File: src/core/pth_pkg.sv
// Constants and types for the pressure threshold and pad control register slice
// Overview of operation
// RULE1 - Threshold is 15-bit unsigned: high byte bits on top of low byte.
// RULE2 - Low threshold register holds bits 7..0, read/write, resets to zero.
// RULE3 - High threshold register holds bits 14..8 in 6..0; bit 7 unused; resets zero.
// RULE4 - Host programs code as threshold in hPa times sixteen.
// RULE5 - Threshold interrupt only with differential enable and high or low enable set.
// RULE6 - Control bit 7 drives interrupt pad as output in second-generation bus mode.
// RULE7 - Control bit 3 connects pull-up on serial data-out pin; reset disconnected.
// RULE8 - Control bit 2 zero keeps interrupt pin pull-down; one disconnects it.
// RULE9 - Control bit 1 disables second-generation two-wire bus protocol; reset enabled.
// RULE10 - Control bit 0 disables I2C; reset leaves SPI and I2C enabled.
// RULE11 - High enable: request when difference exceeds threshold; low enable: when below.
// RULE12 - Difference is measured pressure minus stored reference pressure.
// RULE13 - Control bit 4 connects pull-up on serial data pin; reset disconnected.
// RULE14 - Host writes zero to control bits 6, 5 and high threshold bit 7.
`default_nettype none

package pth_pkg;

	// ****************************************************************
	// Register map
	// ****************************************************************
	localparam int         ADDR_W           = 7;
	localparam int         DATA_W           = 8;
	localparam logic [6:0] ADDR_LIMIT_LOW   = 7'h0c;
	localparam logic [6:0] ADDR_LIMIT_HIGH  = 7'h0d;
	localparam logic [6:0] ADDR_PAD_CTRL    = 7'h0e;

	localparam logic [7:0] RST_LIMIT_LOW    = 8'h00;
	localparam logic [7:0] RST_LIMIT_HIGH   = 8'h00;
	localparam logic [7:0] RST_PAD_CTRL     = 8'h00;

	// Writable bits; the rest read as zero
	localparam logic [7:0] MASK_LIMIT_HIGH  = 8'h7f;
	localparam logic [7:0] MASK_PAD_CTRL    = 8'h9f;

	// ****************************************************************
	// Field positions
	// ****************************************************************
	localparam int LIMIT_W                  = 15;
	localparam int LIMIT_LOW_W              = 8;
	localparam int BIT_INT_PAD_EN_I3C       = 7;
	localparam int BIT_DATA_PIN_PULLUP      = 4;
	localparam int BIT_DATAOUT_PULLUP       = 3;
	localparam int BIT_IRQ_PULLDOWN_DIS     = 2;
	localparam int BIT_I3C_DISABLE          = 1;
	localparam int BIT_I2C_DISABLE          = 0;

	// ****************************************************************
	// Pressure path
	// ****************************************************************
	localparam int PRESS_W                  = 24;
	localparam int DIFF_W                   = 25;
	// Code steps are 1/16 hPa; shift aligns them to the pressure word LSB
	localparam int LIMIT_ALIGN_SHIFT        = 8;

	typedef enum logic [2:0] {
		RD_IDLE  = 3'b001,
		RD_FETCH = 3'b010,
		RD_DONE  = 3'b100
	} rd_state_t;

endpackage

`default_nettype wire

File: src/core/pth_links_if.sv
// Interfaces carrying threshold compare and pad control signals inside the slice
`default_nettype none

interface compare_link_if;
	logic [14:0] pressure_limit_code;
	logic        differential_irq_enable;
	logic        high_event_enable;
	logic        low_event_enable;
	logic        high_event;
	logic        low_event;
	logic        irq_request;

	modport owner (
		output pressure_limit_code,
		output differential_irq_enable,
		output high_event_enable,
		output low_event_enable,
		input  high_event,
		input  low_event,
		input  irq_request
	);
	modport cmp (
		input  pressure_limit_code,
		input  differential_irq_enable,
		input  high_event_enable,
		input  low_event_enable,
		output high_event,
		output low_event,
		output irq_request
	);
endinterface

interface pad_link_if;
	logic [7:0] pad_ctrl;
	logic       i3c_mode;
	logic       irq_request;
	logic       int_pad_oe;
	logic       int_pad_out;
	logic       int_pulldown_en;
	logic       dataout_pullup_en;
	logic       data_pin_pullup_en;
	logic       i3c_disable;
	logic       i2c_disable;

	modport owner (
		output pad_ctrl,
		output i3c_mode,
		output irq_request,
		input  int_pad_oe,
		input  int_pad_out,
		input  int_pulldown_en,
		input  dataout_pullup_en,
		input  data_pin_pullup_en,
		input  i3c_disable,
		input  i2c_disable
	);
	modport pad (
		input  pad_ctrl,
		input  i3c_mode,
		input  irq_request,
		output int_pad_oe,
		output int_pad_out,
		output int_pulldown_en,
		output dataout_pullup_en,
		output data_pin_pullup_en,
		output i3c_disable,
		output i2c_disable
	);
endinterface

`default_nettype wire

File: src/core/threshold_compare.sv
// Differential pressure against threshold comparator
`default_nettype none

module threshold_compare (
	input  wire logic                        clock_i,
	input  wire logic                        nrst_i,
	input  wire logic                        sample_valid_i,
	input  wire logic [pth_pkg::PRESS_W-1:0] measured_pressure_i,
	input  wire logic [pth_pkg::PRESS_W-1:0] reference_pressure_i,
	compare_link_if.cmp                      link
);

	typedef struct packed {
		logic high_event;
		logic low_event;
	} cmp_state_t;

	cmp_state_t                     state_r;
	cmp_state_t                     state_nxt;
	logic signed [pth_pkg::DIFF_W-1:0] differential_pressure;
	logic signed [pth_pkg::DIFF_W-1:0] limit_aligned;
	logic                           armed;

	always_comb begin
		differential_pressure = $signed({measured_pressure_i[pth_pkg::PRESS_W-1],
			measured_pressure_i}) - $signed({reference_pressure_i[pth_pkg::PRESS_W-1],
			reference_pressure_i}); // RULE12
		limit_aligned = $signed(pth_pkg::DIFF_W'({link.pressure_limit_code,
			pth_pkg::LIMIT_ALIGN_SHIFT'(0)}));
		armed = link.differential_irq_enable
			& (link.high_event_enable | link.low_event_enable); // RULE5
		state_nxt = state_r;
		if (!armed) begin
			state_nxt = '0;
		end else if (sample_valid_i) begin
			state_nxt.high_event = link.high_event_enable
				& (differential_pressure > limit_aligned); // RULE11
			state_nxt.low_event  = link.low_event_enable
				& (differential_pressure < limit_aligned); // RULE11
		end
	end

	always_ff @(posedge clock_i) begin
		if (!nrst_i) begin
			state_r <= '0;
		end else begin
			state_r <= state_nxt;
		end
	end

	assign link.high_event  = state_r.high_event;
	assign link.low_event   = state_r.low_event;
	assign link.irq_request = state_r.high_event | state_r.low_event;

endmodule

`default_nettype wire

File: src/core/pad_drive.sv
// Pad and host bus control decode from the interface control byte
`default_nettype none

module pad_drive (
	pad_link_if.pad link
);

	function automatic logic ctrl_bit(input logic [7:0] ctrl, input int pos);
		ctrl_bit = ctrl[pos];
	endfunction

	always_comb begin
		// Outside the second-generation bus mode the pad is an output except during reset
		link.int_pad_oe = link.i3c_mode
			? ctrl_bit(link.pad_ctrl, pth_pkg::BIT_INT_PAD_EN_I3C) : 1'b1; // RULE6
		link.int_pad_out = link.irq_request;
		link.int_pulldown_en =
			!ctrl_bit(link.pad_ctrl, pth_pkg::BIT_IRQ_PULLDOWN_DIS); // RULE8
		link.dataout_pullup_en =
			ctrl_bit(link.pad_ctrl, pth_pkg::BIT_DATAOUT_PULLUP); // RULE7
		link.data_pin_pullup_en =
			ctrl_bit(link.pad_ctrl, pth_pkg::BIT_DATA_PIN_PULLUP); // RULE13
		link.i3c_disable = ctrl_bit(link.pad_ctrl, pth_pkg::BIT_I3C_DISABLE); // RULE9
		link.i2c_disable = ctrl_bit(link.pad_ctrl, pth_pkg::BIT_I2C_DISABLE); // RULE10
	end

endmodule

`default_nettype wire

File: src/core/pressure_threshold_pad_ctrl.sv
// Top of the pressure threshold and interface pad control register slice
`default_nettype none

module pressure_threshold_pad_ctrl (
	input  wire logic                        clock_i,
	input  wire logic                        nrst_i,
	// Register port from the serial interface engine
	input  wire logic                        reg_wr_i,
	input  wire logic                        reg_rd_i,
	input  wire logic [6:0]                  reg_addr_i,
	input  wire logic [7:0]                  reg_wdata_i,
	output var  logic [7:0]                  reg_rdata_o,
	output var  logic                        reg_rvalid_o,
	// Pressure path
	input  wire logic                        sample_valid_i,
	input  wire logic [pth_pkg::PRESS_W-1:0] measured_pressure_i,
	input  wire logic [pth_pkg::PRESS_W-1:0] reference_pressure_i,
	input  wire logic                        differential_irq_enable_i,
	input  wire logic                        high_event_enable_i,
	input  wire logic                        low_event_enable_i,
	input  wire logic                        i3c_mode_i,
	output var  logic [14:0]                 pressure_limit_code_o,
	output var  logic                        high_event_o,
	output var  logic                        low_event_o,
	// Pads
	output var  logic                        first_interrupt_pin_o,
	output var  logic                        first_interrupt_pin_oe_o,
	output var  logic                        irq_pin_pulldown_en_o,
	output var  logic                        dataout_pullup_en_o,
	output var  logic                        data_pin_pullup_en_o,
	output var  logic                        i3c_disable_o,
	output var  logic                        i2c_disable_o
);

	// ****************************************************************
	// State
	// ****************************************************************
	typedef struct packed {
		logic [7:0]         limit_low;
		logic [7:0]         limit_high;
		logic [7:0]         pad_ctrl;
		pth_pkg::rd_state_t rd_state;
		logic [6:0]         rd_addr;
		logic [7:0]         rdata;
		logic               rvalid;
		logic [14:0]        limit_code;
		logic               high_event;
		logic               low_event;
		logic               pin_out;
		logic               pin_oe;
		logic               pulldown_en;
		logic               dataout_pu;
		logic               data_pu;
		logic               i3c_dis;
		logic               i2c_dis;
	} top_state_t;

	top_state_t state_r;
	top_state_t state_nxt;

	compare_link_if cmp_link ();
	pad_link_if     pad_link ();

	// Read decode, used only by the fetch stage of the read path
	function automatic logic [7:0] reg_view(input logic [6:0] addr, input top_state_t s);
		logic [7:0] v;
		v = 8'h00;
		case (addr)
			pth_pkg::ADDR_LIMIT_LOW:  v = s.limit_low;
			pth_pkg::ADDR_LIMIT_HIGH: v = s.limit_high & pth_pkg::MASK_LIMIT_HIGH;
			pth_pkg::ADDR_PAD_CTRL:   v = s.pad_ctrl & pth_pkg::MASK_PAD_CTRL;
			default:                  v = 8'h00;
		endcase
		reg_view = v;
	endfunction

	// ****************************************************************
	// Submodules
	// ****************************************************************
	assign cmp_link.pressure_limit_code     = {state_r.limit_high[6:0], state_r.limit_low}; // RULE1
	assign cmp_link.differential_irq_enable = differential_irq_enable_i;
	assign cmp_link.high_event_enable       = high_event_enable_i;
	assign cmp_link.low_event_enable        = low_event_enable_i;

	threshold_compare u_compare (
		.clock_i              (clock_i),
		.nrst_i               (nrst_i),
		.sample_valid_i       (sample_valid_i),
		.measured_pressure_i  (measured_pressure_i),
		.reference_pressure_i (reference_pressure_i),
		.link                 (cmp_link.cmp)
	);

	assign pad_link.pad_ctrl    = state_r.pad_ctrl;
	assign pad_link.i3c_mode    = i3c_mode_i;
	assign pad_link.irq_request = cmp_link.irq_request;

	pad_drive u_pad (
		.link (pad_link.pad)
	);

	// ****************************************************************
	// Next state
	// ****************************************************************
	always_comb begin
		state_nxt = state_r;
		state_nxt.rvalid = 1'b0;

		if (reg_wr_i) begin
			case (reg_addr_i)
				pth_pkg::ADDR_LIMIT_LOW: begin
					state_nxt.limit_low = reg_wdata_i; // RULE2
				end
				pth_pkg::ADDR_LIMIT_HIGH: begin
					// Unused top bit is not stored, so it always reads zero
					state_nxt.limit_high = reg_wdata_i & pth_pkg::MASK_LIMIT_HIGH; // RULE3 RULE14
				end
				pth_pkg::ADDR_PAD_CTRL: begin
					state_nxt.pad_ctrl = reg_wdata_i & pth_pkg::MASK_PAD_CTRL; // RULE14
				end
				default: begin
					state_nxt.pad_ctrl = state_r.pad_ctrl;
				end
			endcase
		end

		// Read is captured one cycle after the strobe so a same-cycle write is seen
		case (state_r.rd_state)
			pth_pkg::RD_IDLE: begin
				if (reg_rd_i) begin
					state_nxt.rd_addr  = reg_addr_i;
					state_nxt.rd_state = pth_pkg::RD_FETCH;
				end
			end
			pth_pkg::RD_FETCH: begin
				state_nxt.rdata    = reg_view(state_r.rd_addr, state_r);
				state_nxt.rvalid   = 1'b1;
				state_nxt.rd_state = pth_pkg::RD_DONE;
			end
			pth_pkg::RD_DONE: begin
				state_nxt.rd_state = pth_pkg::RD_IDLE;
			end
			default: begin
				state_nxt.rd_state = pth_pkg::RD_IDLE;
			end
		endcase

		state_nxt.limit_code  = cmp_link.pressure_limit_code;
		state_nxt.high_event  = cmp_link.high_event;
		state_nxt.low_event   = cmp_link.low_event;
		state_nxt.pin_out     = pad_link.int_pad_out;
		state_nxt.pin_oe      = pad_link.int_pad_oe;
		state_nxt.pulldown_en = pad_link.int_pulldown_en;
		state_nxt.dataout_pu  = pad_link.dataout_pullup_en;
		state_nxt.data_pu     = pad_link.data_pin_pullup_en;
		state_nxt.i3c_dis     = pad_link.i3c_disable;
		state_nxt.i2c_dis     = pad_link.i2c_disable;
	end

	// ****************************************************************
	// Registers
	// ****************************************************************
	always_ff @(posedge clock_i) begin
		if (!nrst_i) begin
			state_r             <= '0;
			state_r.limit_low   <= pth_pkg::RST_LIMIT_LOW; // RULE2
			state_r.limit_high  <= pth_pkg::RST_LIMIT_HIGH; // RULE3
			state_r.pad_ctrl    <= pth_pkg::RST_PAD_CTRL; // RULE10
			state_r.rd_state    <= pth_pkg::RD_IDLE;
			state_r.pulldown_en <= 1'b1; // RULE8
		end else begin
			state_r <= state_nxt;
		end
	end

	assign reg_rdata_o              = state_r.rdata;
	assign reg_rvalid_o             = state_r.rvalid;
	assign pressure_limit_code_o    = state_r.limit_code;
	assign high_event_o             = state_r.high_event;
	assign low_event_o              = state_r.low_event;
	assign first_interrupt_pin_o    = state_r.pin_out;
	assign first_interrupt_pin_oe_o = state_r.pin_oe;
	assign irq_pin_pulldown_en_o    = state_r.pulldown_en;
	assign dataout_pullup_en_o      = state_r.dataout_pu;
	assign data_pin_pullup_en_o     = state_r.data_pu;
	assign i3c_disable_o            = state_r.i3c_dis;
	assign i2c_disable_o            = state_r.i2c_dis;

endmodule

`default_nettype wire

File: config.mk
export PLATFORM = sky130hd
export DESIGN_NAME = pressure_threshold_pad_ctrl
export DESIGN_NICKNAME = d
export VERILOG_FILES = /design/src/core/pth_pkg.sv /design/src/core/pth_links_if.sv /design/src/core/threshold_compare.sv /design/src/core/pad_drive.sv /design/src/core/pressure_threshold_pad_ctrl.sv
export SDC_FILE = /design/constraint.sdc
export NUM_CORES = 1
export LEC_CHECK = 0
export ABC_AREA = 1
export BUFFER_PORTS_ARGS = -buffer_cell sky130_fd_sc_hd__buf_2
export CAP_MARGIN = 20
export CORE_UTILIZATION = 55
export DETAILED_ROUTE_END_ITERATION = 8
export PLACE_DENSITY = 0.94
export SYNTH_ARGS = -nofsm -noshare
export SYNTH_HDL_FRONTEND = slang
export SYNTH_SLANG_ARGS = --single-unit
File: constraint.sdc
create_clock -name clock_i -period 3.19 [get_ports clock_i]
set_clock_uncertainty 0.05 [all_clocks]
set_input_delay 0.319 -clock clock_i [delete_from_list [all_inputs] [get_ports clock_i]]
set_output_delay 0.319 -clock clock_i [all_outputs]
set_load 0.01 [all_outputs]
## After elaboration in Yosys (flattened, before gate mapping)

Index checks and enable logic that the tools add are counted.

- $add $sub $neg: 1
- Equality and inequality tests: 9
- Divide/modulo/power cells: 0
- Muxes and demuxes: 5
- Order comparisons: 2
- $mul: 0
- Reduce and logical (&&, ||, !) cells: 6
- Shifts and indexed selects: 0
- Bitwise operators: 5

Operators by type and width:

| kind | count |
|---|---|
| equality test 7 x 4 -> 1 bit (second input constant) | 6 |
| > comparator 25 x 24 -> 1 bit | 1 |
| less-than comparator 25 x 24 -> 1 bit | 1 |
| subtractor 24 x 24 -> 25 bit | 1 |
| one-hot mux 8 bit (3 select lines) | 1 |
| two-way mux 10 bit | 1 |
| AND reduction 2 bit | 5 |
| one-hot mux 3 bit (2 select lines) | 1 |
| AND 1 bit | 3 |
| equality test 3 x 1 -> 1 bit (second input constant) | 1 |
| equality test 3 x 2 -> 1 bit (second input constant) | 1 |
| two-way mux 1 bit | 2 |
| inequality test 2 bit (second input constant) | 1 |
| OR 1 bit | 2 |
| zero test 1 bit | 1 |

- Bits in latches: 0
- Input port bits: 72
- Flip-flop bits (word level): 66
- Output and inout bits: 33
- Logic and storage cells: 47
- Bits in read-only memories: 0
- Memories kept: 0
- Bits in writable memories: 0

## Logic depth before layout (Yosys ltp)

- Depth after elaboration: 3
- Depth in mapped cells: 27
- Gate-level depth less buffers: 27

## Cells and area by module

A second synthesis with hierarchy kept.

- Cells, all modules: 681
- Area, all modules: 4561.9 µm²

By module, submodules not included:

| module | sequential area each (µm²) | instances | area an instance (µm²) | cells each |
|---|---|---|---|---|
| pressure_threshold_pad_ctrl | 1281.2 | 1 | 2488.6 | 316 |
| threshold_compare | 40.0 | 1 | 2024.4 | 357 |
| pad_drive | 0.0 | 1 | 48.8 | 8 |

## Worst setup path after synthesis

No wires, ideal clock.

- Kind: in2reg
- Start point: in reference_pressure_i[7] (netlist bit)
- End point: reg u_compare.state_r, in the netlist u_compare.link.high_event
- Data required time: 3019 ps
- Cell stages on the path: 22
- Data arrival time: 2745 ps
- Setup time: 121 ps
- Buffers on the path: 0
- Slack: 274 ps
- Cells stage by stage: inv_1 > ha_1 > a21oi_2 > or2_1 > nand2_1 > a21oi_2 > nand2_1 > a21oi_2 > o21ai_1 > xor2_1 > ha_1 > nand2_1 > nor3_1 > nand4_1 > nor2_1 > nand2_1 > nor2_1 > nand2_1 > nand2_1 > nor2_1 > nor2_1 > nor2_1

- Word-level cells in the longest chain between the ends: 3

RTL lines:

| what | RTL line | RTL |
|---|---|---|
| start, declared | pressure_threshold_pad_ctrl.sv:17 | `input wire logic [pth_pkg::PRESS_W-1:0] reference_pressure_i,` |
| subtractor 24 x 24 -> 25 bit | threshold_compare.sv:26 | `measured_pressure_i}) - $signed({reference_pressure_i[pth_pkg::PRESS_W-1],` |
| > comparator 25 x 24 -> 1 bit | threshold_compare.sv:37 | `& (differential_pressure > limit_aligned);` |
| AND 1 bit | threshold_compare.sv:37 |  |
| end signal, assigned | threshold_compare.sv:47 | `state_r <= state_nxt;` |
| end, declared | threshold_compare.sv:18 | `cmp_state_t state_r;` |

Every way passes these cells.
A chain may end at the register's enable or synchronous reset.

## Worst setup path after layout

- Start point: in measured_pressure_i[0] (netlist bit)
- End point: reg u_compare.state_r, in the netlist u_compare.link.high_event

- Word-level cells in the longest chain between the ends: 3

RTL lines:

| what | RTL line | RTL |
|---|---|---|
| start, declared | pressure_threshold_pad_ctrl.sv:16 | `input wire logic [pth_pkg::PRESS_W-1:0] measured_pressure_i,` |
| subtractor 24 x 24 -> 25 bit | threshold_compare.sv:26 |  |
| > comparator 25 x 24 -> 1 bit | threshold_compare.sv:37 |  |
| AND 1 bit | threshold_compare.sv:37 |  |

Every way passes these cells.

==> impl_metrics.env <==
export IMPL_power_frac_clock_pct=33.4
export IMPL_yosys_warnings=0
export IMPL_num_rows=32
export IMPL_synth_largest_area_cell="dfxtp_1"
export IMPL_numCtsBuffers=9
export IMPL_cpPeakStageDelay_ps=350
export IMPL_p_int_mw=1.463
export IMPL_wire_per_inst_um=12.25
export IMPL_finalSetupViolCount=0
export IMPL_antenna_found_initial=0
export IMPL_layout_common_cells="nand2_1, inv_1, buf_2, dfxtp_1, nor2_1"
export IMPL_fin_nets=854
export IMPL_p_sw_share_pct=30.93
export IMPL_io_pins=105
export IMPL_grt_max_degree=53
export IMPL_place_port_buffers=104
export IMPL_cellPowerDensity_nw_per_um2=413.7
export IMPL_layout_drive_gt1_share_pct=20.08
export IMPL_die_w_um=91.40
export IMPL_finalCritPeriodShare_pct=89.02
export IMPL_peakVddDrop_mv=0.1906
export IMPL_ys_seq_area_share_pct=30.06
export IMPL_worstMarginPinSlew_ps=756.2
export IMPL_clock_sinks=66
export IMPL_post_route_min_period_ps=2840
export IMPL_initial_core_util_pct=56.88
export IMPL_tritoncts="built"
export IMPL_critPathArrivalTime_ps=3030
export IMPL_crit_type="primary input to flop"
export IMPL_viasPerCell=5.193
export IMPL_clkTransAtPathRegs_ps=70
export IMPL_grt_total_usage_pct=26.35
export IMPL_slew_headroom_pct=49.59
export IMPL_end_kind="flop"
export IMPL_ctsLongestPathBuffers=2
export IMPL_ys_seq_elements=66
export IMPL_cp_slowest_cell="fa_2"
export IMPL_hold_class="primary input to flop"
export IMPL_fmax_mhz=352.2
export IMPL_layout_commonest_cell="nand2_1"
export IMPL_crit_top_cell="nand2_1"
export IMPL_place_area_sq_um=4875
export IMPL_fin_tns_setup_ps=0
export IMPL_die_h_um=91.40
export IMPL_place_hpwl_um=8415
export IMPL_hold_violations=0
export IMPL_routed_wl_um=10400
export IMPL_yosys_top_cells_area="dfxtp_1, nand2_1, ha_1"
export IMPL_htree_levels=3
export IMPL_synthDistinctLibCells=38
export IMPL_maxSlewViolCount=0
export IMPL_fin_area_sq_um=5120
export IMPL_synthCells=655
export IMPL_antenna_cells=0
export IMPL_synth_top_area_share_pct=30.06
export IMPL_overflow=0
export IMPL_fp_coreArea_sq_um=7727
export IMPL_status="finished clean"
export IMPL_rsz0062_at_grt="false"
export IMPL_vias=4409
export IMPL_nFillCells=680
export IMPL_power_switching_mw=0.6550
export IMPL_area_delta_synth_final_pct=16.48
export IMPL_gp_congestion=0.9128
export IMPL_cp_required_ps=3380
export IMPL_firstDrtPassIters=5
export IMPL_clock_root_buffer="clkbuf_8"
export IMPL_syn_avg_cell_area_sq_um=6.711
export IMPL_p_leak_nw=2.787
export IMPL_crit_path_start_kind="primary input"
export IMPL_syn_num_nets=767
export IMPL_cts_setup_buffers=0
export IMPL_post_route_drc_count=0
export IMPL_grt_pass1_vias=4152
export IMPL_clkLatencyLatePin_ps=340
export IMPL_power_frac_comb_pct=26.6
export IMPL_p_seq_share_pct=40.0
export IMPL_drv_cap=0
export IMPL_cp_top_family="simple AND/OR/NAND/NOR gates"
export IMPL_antenna_left=0
export IMPL_syn_area_sq_um=4395
export IMPL_worstPathMaxFanout=5
export IMPL_path_buf_inv=4
export IMPL_grt_first_pass_wirelength_um=17680
export IMPL_drt_first_iter_violations=221
export IMPL_die_area_sq_um=8353
[power groups by stage]
| stage | Sequential (mW) | Combinational [mW] | Clock (mW) |
|---|---|---|---|
| finish | 0.846 | 0.564 | 0.708 |
| global route | 0.847 | 0.642 | 0.746 |
| CTS | 0.846 | 0.544 | 0.714 |
| detailed placement | 0.865 | 0.539 | 0 |
| global placement | 0.863 | 0.517 | 0 |
| floorplan | 0.863 | 0.381 | 0 |
[per-layer routing]
metal	part of all wire [%]	GRT usage (%)	wire, um	vias to the layer above
met1	41	30.56	4234	1917
met2	48	45.43	4961	225
met5	0	0	0	-
li1	-	-	-	2219
met3	7.1	4.690	735	48
met4	4.5	14.95	467	0
[flip-flops by register name (all words and copies together) (netlist names)]
register / cells
cmp_link.pressure_limit_code: 15
pressure_limit_code_o: 15
state_r: 10
reg_rdata_o: 8
pad_link.pad_ctrl: 6
data_pin_pullup_en_o: 1
dataout_pullup_en_o: 1
first_interrupt_pin_o: 1
first_interrupt_pin_oe_o: 1
high_event_o: 1
i2c_disable_o: 1
i3c_disable_o: 1
irq_pin_pulldown_en_o: 1
low_event_o: 1
reg_rvalid_o: 1
u_compare.link.high_event: 1
u_compare.link.low_event: 1
[metrics by stage]
step / setup WS, ps / power, mW / hold WS [ps] / utilization (%) / std cells
2_1_floorplan: 274.3 / 1.245 / 317.9 / - / 655
3_3_place_gp: 84.09 / 1.381 / 339.1 / 63.08 / 833
3_5_place_dp: -67.66 / 1.404 / 343.7 / 63.08 / 833
4_1_cts: 296.3 / 2.104 / 105.2 / 65.74 / 849
5_1_grt: 24.43 / 2.235 / 113.4 / 66.26 / 849
6_report: 350.4 / 2.118 / 115.1 / 66.26 / 849
[cell families after synthesis]
family | share of synthesized area (%)
XOR/XNOR | 3.387
AO/OA/AOI/OAI | 14.23
adder cells (fa/ha/maj) | 11.56
buffers and inverters | 15.20
flip-flops | 30.06
AND/OR/NAND/NOR | 25.56
[what timing repair did]
item / CTS / global route
resized for setup: 0 / 10
hold buffers: 0 / 0
endpoints found under the setup margin: 0 / 2
[path summary, 6_finish.rpt]
path                          endpoint  cells after the start  slack, ps                             from
max          u_compare.link.high_event                     25        350           measured_pressure_i[0]
min           first_interrupt_pin_oe_o                      2        120                       i3c_mode_i
max reg2reg  u_compare.link.high_event                     14       1340  cmp_link.pressure_limit_code[7]
min reg2reg      irq_pin_pulldown_en_o                      1        360             pad_link.pad_ctrl[2]
[worst register-to-register path, delay by kind of cell (launching register included)]
family / cells / cell delay (ps)
simple gates: 10 / 710
flops: 1 / 360
buf+inv: 2 / 170
fa+ha+maj: 1 / 330
compound gates: 1 / 130
[synthesized netlist by cell type]
master     number
o221ai_1        5
fa_1            1
nand4_1         8
a31oi_1         1
nand2_1       160
nand2_2         4
and2_1          1
dfxtp_1        66
a21oi_2         3
xor2_1         13
buf_4          23
nor3_1          9
a21oi_4         1
a21oi_1        53
a31o_1          1
nor2_1         53
clkbuf_1       11
o211ai_1        2
nand3_1        20
nand3b_1        1
a211oi_1        1
clkinv_1        1
or2_1           1
a21o_1          1
a21boi_0        1
o2111ai_1       1
nand2_4         2
xnor2_1         4
ha_1           39
nor2_2          2
o22ai_1         2
o21ai_1         4
nand3_2         2
nor2_4          2
inv_1         120
o21bai_1        2
o21ai_0        33
or2_0           1
[area by class of cell]
type / count / area (sq um) / area share, %
multi-input combinational: 434 / 2446 / 47.78
inverter: 121 / 454.2 / 8.871
clock buffer: 12 / 155.1 / 3.030
sequential: 66 / 1321 / 25.81
tap: 102 / 127.6 / 2.493
timing repair buffer: 110 / 565.5 / 11.05
clock inverter: 4 / 50.05 / 0.9775
(Power assumes the default switching activity.)
